<file path="src/rtl/sss_pkg.sv">
// Operation
// - selected only when enables low, high, low
// - global strobe or all lanes writes full width
// - outputs stay high impedance after writes until strobe
// - data lines high impedance on sleep exit
package sss_pkg;
   // ----------------------------------------------------------------
   // default geometry
   // ----------------------------------------------------------------
   localparam int ADDR_W_DEF = 6;
   localparam int LANES_DEF  = 4;
   localparam int LANE_W_DEF = 9;
   // asserted levels of the chip enables
   localparam logic ASSERTED_LOW  = 1'h0;
   localparam logic ASSERTED_HIGH = 1'h1;
   // ----------------------------------------------------------------
   // access states
   // ----------------------------------------------------------------
   typedef enum logic [1:0] {SSS_IDLE, SSS_READ, SSS_WRITE, SSS_SLEEP}
      sss_state_t;
endpackage : sss_pkg

</file>
<file path="src/rtl/sss_top.sv">
`timescale 1ns/1ps
module sss_top #(
   parameter int ADDR_W = sss_pkg::ADDR_W_DEF,
   parameter int LANES  = sss_pkg::LANES_DEF,
   parameter int LANE_W = sss_pkg::LANE_W_DEF
) (
   // clock and reset
   input  wire logic                     core_clk,
   input  wire logic                     rst,
   // chip enables
   input  wire logic                     chip_enable_first_low_n,
   input  wire logic                     chip_enable_second_high,
   input  wire logic                     chip_enable_third_low_n,
   // address strobes and address
   input  wire logic                     processor_address_strobe_n,
   input  wire logic                     controller_address_strobe_n,
   input  wire logic [ADDR_W-1:0]        addr,
   // write strobes
   input  wire logic                     global_write_strobe_n,
   input  wire logic                     byte_write_gate_n,
   input  wire logic [LANES-1:0]         per_lane_write_select_n,
   // sleep
   input  wire logic                     sleep_request,
   // data pins
   input  wire logic [LANES*LANE_W-1:0]  dq_in,
   output logic      [LANES*LANE_W-1:0]  dq_out,
   output logic                          dq_oe_n,
   // status
   output logic                          sleeping
);
   // ----------------------------------------------------------------
   // parameter checks
   // ----------------------------------------------------------------
   initial
   begin
      if (ADDR_W < 1 || ADDR_W > 20 || LANES < 1 || LANE_W < 1)
      begin
         $error("sss_top: unsupported geometry");
      end
   end

   // ----------------------------------------------------------------
   // decode
   // ----------------------------------------------------------------
   logic                    selected;
   logic                    strobe;
   logic                    wr_full;
   logic                    wr_bytes;
   logic [LANES-1:0]        lane_en;
   logic                    wr_any;
   sss_pkg::sss_state_t     state;
   sss_pkg::sss_state_t     next_state;
   logic [LANES*LANE_W-1:0] rd_data;

   // three-enable chip select
   assign selected = (chip_enable_first_low_n == sss_pkg::ASSERTED_LOW)
      && (chip_enable_second_high == sss_pkg::ASSERTED_HIGH)
      && (chip_enable_third_low_n == sss_pkg::ASSERTED_LOW);
   assign strobe = !processor_address_strobe_n
      || !controller_address_strobe_n;
   // global strobe wins over byte gate
   assign wr_full = !global_write_strobe_n
      || (!byte_write_gate_n && !(|per_lane_write_select_n));
   assign wr_bytes = global_write_strobe_n && !byte_write_gate_n;
   assign lane_en = wr_full ? {LANES{1'h1}}
      : (wr_bytes ? ~per_lane_write_select_n : {LANES{1'h0}});
   // sleep only honoured from deselect; controller must deselect first
   assign wr_any = selected && !sleep_request && (|lane_en);

   // ----------------------------------------------------------------
   // storage
   // ----------------------------------------------------------------
   sss_mem #(
      .ADDR_W (ADDR_W),
      .LANES  (LANES),
      .LANE_W (LANE_W)
   ) u_mem (
      .core_clk (core_clk),
      .wr_en    (wr_any),
      .lane_en  (lane_en),
      .addr     (addr),
      .wr_data  (dq_in),
      .rd_data  (rd_data)
   );

   // ----------------------------------------------------------------
   // access state
   // ----------------------------------------------------------------
   // next state: writes park the bus, only a strobed read reopens it
   always_comb
   begin
      next_state = state;
      case (state)
         sss_pkg::SSS_SLEEP:
         begin
            if (!sleep_request)
            begin
               next_state = sss_pkg::SSS_IDLE;
            end
         end
         default:
         begin
            if (sleep_request && !selected)
            begin
               next_state = sss_pkg::SSS_SLEEP;
            end
            else if (wr_any)
            begin
               next_state = sss_pkg::SSS_WRITE;
            end
            else if (selected && strobe && !sleep_request)
            begin
               next_state = sss_pkg::SSS_READ;
            end
            else if (!selected && strobe)
            begin
               next_state = sss_pkg::SSS_IDLE;
            end
         end
      endcase
   end

   always_ff @(posedge core_clk)
   begin
      if (rst)
      begin
         state <= sss_pkg::SSS_IDLE;
      end
      else
      begin
         state <= next_state;
      end
   end

   // ----------------------------------------------------------------
   // outputs
   // ----------------------------------------------------------------
   // read data straight from the memory register
   assign dq_out   = rd_data;
   // bus driven only while a read is open
   assign dq_oe_n  = (state != sss_pkg::SSS_READ);
   assign sleeping = (state == sss_pkg::SSS_SLEEP);

   // ----------------------------------------------------------------
   // checks
   // ----------------------------------------------------------------
   // write parking: once written, only a strobed read reopens the bus
   AST_WRITE_PARKS: assert property (
      @(posedge core_clk) disable iff (rst)
      wr_any |=> dq_oe_n)
      else $error("bus driven after write");

   AST_NO_STROBE_STAYS_HIZ: assert property (
      @(posedge core_clk) disable iff (rst)
      (state == sss_pkg::SSS_WRITE && !strobe && !sleep_request
       && !wr_any) |=> dq_oe_n)
      else $error("bus reopened without strobe");

   // a read strobed on the sleep exit edge is dropped on purpose
   AST_READ_OPENS: assert property (
      @(posedge core_clk) disable iff (rst)
      (selected && strobe && !sleep_request && !wr_any && !sleeping)
      |=> !dq_oe_n)
      else $error("strobed read did not drive bus");

   // plain deselect without a strobe leaves the bus as it was
   AST_DESELECT_HOLDS: assert property (
      @(posedge core_clk) disable iff (rst)
      (!selected && !strobe && !sleep_request && !sleeping)
      |=> $stable(dq_oe_n))
      else $error("bus changed on idle deselect");

   // deselect: nothing lands, a strobe closes the bus
   AST_DESELECT_NO_WRITE: assert property (
      @(posedge core_clk) disable iff (rst)
      !selected |-> !wr_any)
      else $error("write while deselected");

   AST_DESELECT_CLOSES: assert property (
      @(posedge core_clk) disable iff (rst)
      (!selected && strobe) |=> dq_oe_n)
      else $error("deselected strobe left bus driven");

   // write width decode
   AST_GLOBAL_FULL: assert property (
      @(posedge core_clk) disable iff (rst)
      !global_write_strobe_n |-> (&lane_en))
      else $error("global write not full width");

   AST_NO_WRITE_NO_LANES: assert property (
      @(posedge core_clk) disable iff (rst)
      (global_write_strobe_n && byte_write_gate_n) |-> !(|lane_en))
      else $error("lanes enabled without write strobe");

   AST_LANES_ONLY: assert property (
      @(posedge core_clk) disable iff (rst)
      (global_write_strobe_n && !byte_write_gate_n)
      |-> (lane_en == ~per_lane_write_select_n))
      else $error("byte lanes mismatch");

   // sleep entry and high impedance in sleep
   AST_SLEEP_ENTRY: assert property (
      @(posedge core_clk) disable iff (rst)
      (sleep_request && !selected && !sleeping) |=> sleeping)
      else $error("sleep not entered");

   AST_SLEEP_HIZ: assert property (
      @(posedge core_clk) disable iff (rst)
      sleeping |-> dq_oe_n)
      else $error("bus driven in sleep");

   // only the exit edge is promised; a strobe may reopen right after
   AST_SLEEP_EXIT_HIZ: assert property (
      @(posedge core_clk) disable iff (rst)
      (sleeping && !sleep_request) |=> (dq_oe_n && !sleeping))
      else $error("bus driven on sleep exit");

   // main scenarios
   COV_READ: cover property (@(posedge core_clk) disable iff (rst)
      wr_any ##1 (selected && strobe) ##1 !dq_oe_n);
   COV_BYTE: cover property (@(posedge core_clk) disable iff (rst)
      wr_bytes && wr_any && !(&lane_en));
   COV_SLEEP: cover property (@(posedge core_clk) disable iff (rst)
      sleeping ##1 !sleeping);
   COV_DESELECT_CLOSE: cover property (@(posedge core_clk) disable iff (rst)
      !dq_oe_n ##1 (!selected && strobe) ##1 dq_oe_n);
   COV_WAKE_STROBE: cover property (@(posedge core_clk) disable iff (rst)
      sleeping && !sleep_request && selected && strobe);
endmodule : sss_top

</file>
<file path="src/rtl/sss_mem.sv">
`timescale 1ns/1ps
// byte-lane memory with registered read data
module sss_mem #(
   parameter int ADDR_W = 6,
   parameter int LANES  = 4,
   parameter int LANE_W = 9
) (
   // clock
   input  wire logic                      core_clk,
   // write port
   input  wire logic                      wr_en,
   input  wire logic [LANES-1:0]          lane_en,
   input  wire logic [ADDR_W-1:0]         addr,
   input  wire logic [LANES*LANE_W-1:0]   wr_data,
   // read port
   output logic      [LANES*LANE_W-1:0]   rd_data
);
   logic [LANES*LANE_W-1:0] mem [0:(1<<ADDR_W)-1];

   // per-lane write, lanes left out keep their old contents
   always_ff @(posedge core_clk)
   begin
      for (int i = 0; i < LANES; i++)
      begin
         if (wr_en && lane_en[i])
         begin
            mem[addr][i*LANE_W +: LANE_W] <= wr_data[i*LANE_W +: LANE_W];
         end
      end
   end

   // read data always from a register
   always_ff @(posedge core_clk)
   begin
      rd_data <= mem[addr];
   end
endmodule : sss_mem

</file>
<file path="config.mk">
export PLATFORM = sky130hd
export DESIGN_NAME = sss_top
export DESIGN_NICKNAME = d
export VERILOG_FILES = /design/src/rtl/sss_pkg.sv /design/src/rtl/sss_top.sv /design/src/rtl/sss_mem.sv
export SDC_FILE = /design/constraint.sdc
export NUM_CORES = 2
export LEC_CHECK = 0
export BUFFER_PORTS_ARGS = -buffer_cell sky130_fd_sc_hd__buf_2
export CORE_ASPECT_RATIO = 1.25
export CORE_MARGIN = 8
export CORE_UTILIZATION = 44
export DETAILED_ROUTE_END_ITERATION = 12
export SLEW_MARGIN = 10
export SYNTH_ARGS = -nofsm -noshare
export SYNTH_HDL_FRONTEND = slang
export SYNTH_SLANG_ARGS = --single-unit
</file>
<file path="constraint.sdc">
create_clock -name core_clk -period 3.6 [get_ports core_clk]
set_input_delay 0.54 -clock core_clk [delete_from_list [all_inputs] [get_ports core_clk]]
set_output_delay 0.54 -clock core_clk [all_outputs]
set_load 0.05 [all_outputs]
</file>
==> metrics.txt <==
Pre-antenna DRT Iters 8; P_leak 34.0 nW; Worst EP arrival ~3.3 ns; CTS H-tree lvls 4; Tightest Pin Transition 1.30 ns; Sink Count 2,342; final worst-path cycle share 74.5%; Routed WL a little over 300,000 um; IO Count 94; Max-slew headroom 13.2%; Worst Path Buf+Inv 4; Chip Width 421 um; CP top delay family simple AND/OR/NAND/NOR gates; largest net degree at the start of global routing 65; Tot GR Track Use 26.7%; Chip Height 523 um; Area growth syn-to-layout 16.7%; Top Usage Layer GRT met2; Post-Route Skew 0.0337 ns; Area contributors post-synth edfxtp_1 (77%), mux4_2 (4.5%), a221oi_1 (2.5%); Required @ worst endpoint 4.17 ns; multi-input logic area approximately 0.019 mm^2; slowest cell on the critical path nand2_1; yosys warns 0; number of synthesized flops with an enable pin around 2.3k; Seq. cell area approximately 0.070 mm^2; status finished clean; HP Class input port to flop; Max VDD drop 548 uV; initial core utilization 44.1%; nets around 5.6k; Max-Cap Viols 0; worst-path cell chain buf_8 -> buf_12 -> nand2_1 -> nor2_4 -> buf_4 -> nand2_1 -> nor2_1 -> buf_4; Pwr Density between 500 and 600 mW/mm^2; met2 usage 42.7%; CP endpoint kind flop; Clock Latency Late Sink 0.89 ns; top cell type by total area after synthesis edfxtp_1; die area 0.220 mm^2; highest clock rate 0.373 GHz; Avg WL per Cell 36.0 um; placed instance count between 8k and 9k; non-filler cells, final roughly 8.5k; most frequent cell after synthesis edfxtp_1; gpl congestion between 0.9 and 1; Residual DRC 0; vias per cell 6.40; Sw Ratio between 20 and 25%; syn nets 5,018; Root Driver clkbuf_16; kind of critical path input port to flop; Post-synth ARST share 0%; GRT Residual Overflow 0; CTS clk-pin slew, worst paths around 0.06 ns; TNS Setup 0 ns; Antenna Nets Post-Route 0; switching power 12.9 mW; RSZ-0062 raised after global routing no; first-pass GRT wire length 417,000 um; post-synthesis register bit count roughly 2.3k; vias in the first global route 52.3k; final-report hold violation count 0; layout cells sized above 1 24.5%; post-synth top area share around 77%; register share of total power 53.2%; commonest cells in the netlist edfxtp_1 (2,304), nor2_1 (374), a221oi_1 (263), mux2i_1 (211), nand2_1 (201); Inserted Clock Buffers 216; post-CTS sizing 0; ys flop type edfxtp_1; slowest stage delay, CP roughly 0.52 ns; Fillers roughly 17k; CP startpoint kind input port; mean post-synth cell area approximately 18 um^2; Final Critical Period 2.68 ns; Clk pwr share roughly two fifths; initial antenna violation count 9; crit path max fanout 44; met1 usage 34.5%; Post CTS Setup Buffer Count 0; number of setup violations in the final report 0; row count approximately 190; vias after detailed routing 54.1k; clock buffer depth 3; Final Slew Violations 0; post-synthesis cell count 4,962; CTS tree yes; register area share after synthesis 77.4%; Comb pwr share ~6.2%; IO Port Bufs 93; dpl hpwl roughly 200,000 um; post-synthesis cell area ~0.09 mm^2; GRT met3 Usage 5.54%; drt first-iter violations 7,965; core region area slightly above 0.2 mm^2; Int Power approximately 44 mW; Synth cell types 67
[worst paths after layout]
path                               start                end  slack (ns)  cells past startpoint
max                              addr[0]  u_mem.mem[27][12]        0.92                      8
min reg2reg                     state[0]           state[0]        0.54                      2
max reg2reg             u_mem.mem[48][6]   u_mem.rd_data[6]        1.24                      5
min          controller_address_strobe_n           state[0]        0.14                      6
[layout by cell type, fill, tap and decap left out, drive strengths merged, types with 14 or more instances in the layout]
master / count
a211oi: 15
a21oi: 146
a221o: 25
a221oi: 266
a22o: 31
a22oi: 196
a31oi: 26
buf: 696
bufinv: 18
clkbuf: 267
clkinv: 98
dfxtp: 38
edfxtp: 2304
inv: 14
mux2: 166
mux2i: 211
mux4: 187
nand2: 201
nand3: 19
nand4: 20
nor2: 375
o21ai: 114
o221ai: 16
o22ai: 103
o2bb2ai: 14
[final cells by class]
| cell class | count | share of cell area, % |
|---|---|---|
| Timing Repair Buffer | 699 | 5.96 |
| Antenna cell | 4 | 0.00950 |
| Inverter | 4 | 0.0261 |
| Clock buffer | 267 | 5.42 |
| Tap cell | 2726 | 3.24 |
| Clock inverter | 139 | 1.30 |
| Multi-Input combinational cell | 2270 | 17.7 |
| Sequential cell | 2342 | 66.4 |
[state kept, by name (all words and copies together), names as in the netlist]
signal         cells
state              2
u_mem.rd_data     36
u_mem.mem       2304
[power by group through the flow]
stage,Clock (mW),Combinational (mW),Sequential [mW]
2_1_floorplan,0,1.46,30.8
3_3_place_gp,0,3.44,30.7
3_5_place_dp,0,3.46,30.7
4_1_cts,23.1,3.47,30.1
5_1_grt,24.1,3.61,30.1
6_report,22.9,3.52,30.1
[metal layers]
metal / share of wire (%) / wire (um) / up-vias
met5: 0.0043 / 13 / -
met4: 6.5 / 19700 / 2
met3: 11 / 32100 / 780
met2: 46 / 141000 / 3706
met1: 36 / 111000 / 28100
li1: - / - / 21500
[per-stage QoR]
stage | worst slack (ns) | instance area, um^2 | power, mW | hold slack (ns) | util (%)
after CTS | 1.08 | 105000 | 56.7 | 0.0855 | 51.5
final | 0.919 | 105000 | 56.6 | 0.140 | 51.5
after global placement | 0.137 | 98300 | 34.1 | 0.490 | 48.0
after floorplan | 0.961 | 90300 | 32.3 | 0.468 | -
after global routing | 1.01 | 105000 | 57.8 | 0.181 | 51.5
after detailed placement | 0.154 | 98300 | 34.2 | 0.505 | 48.0
[kinds of logic (layout without fill, tap and decap cells)]
family | count (synthesis) | after routing | synth area share [%]
AOI/OAI and AO/OA | 1006 | 1006 | 8.09
DFF | 2342 | 2342 | 77.4
buffers and inverters | 350 | 1109 | 2.12
and+or+nand+nor | 700 | 700 | 3.27
muxes | 564 | 564 | 9.09
other | 0 | 4 | 0
[worst min-delay path, stage by stage]
cell and delay, ns:
buf_2 0.07, nand2_1 0.08, nor2_1 0.10, a21oi_1 0.05
nor2_1 0.08, nor3_1 0.05
[what timing repair did]
action	CTS	global route
setup endpoints to repair	0	0
endpoints found under the hold margin	2	0
hold buffers	3	0
Note: power is estimated with default switching activity, not from simulation.
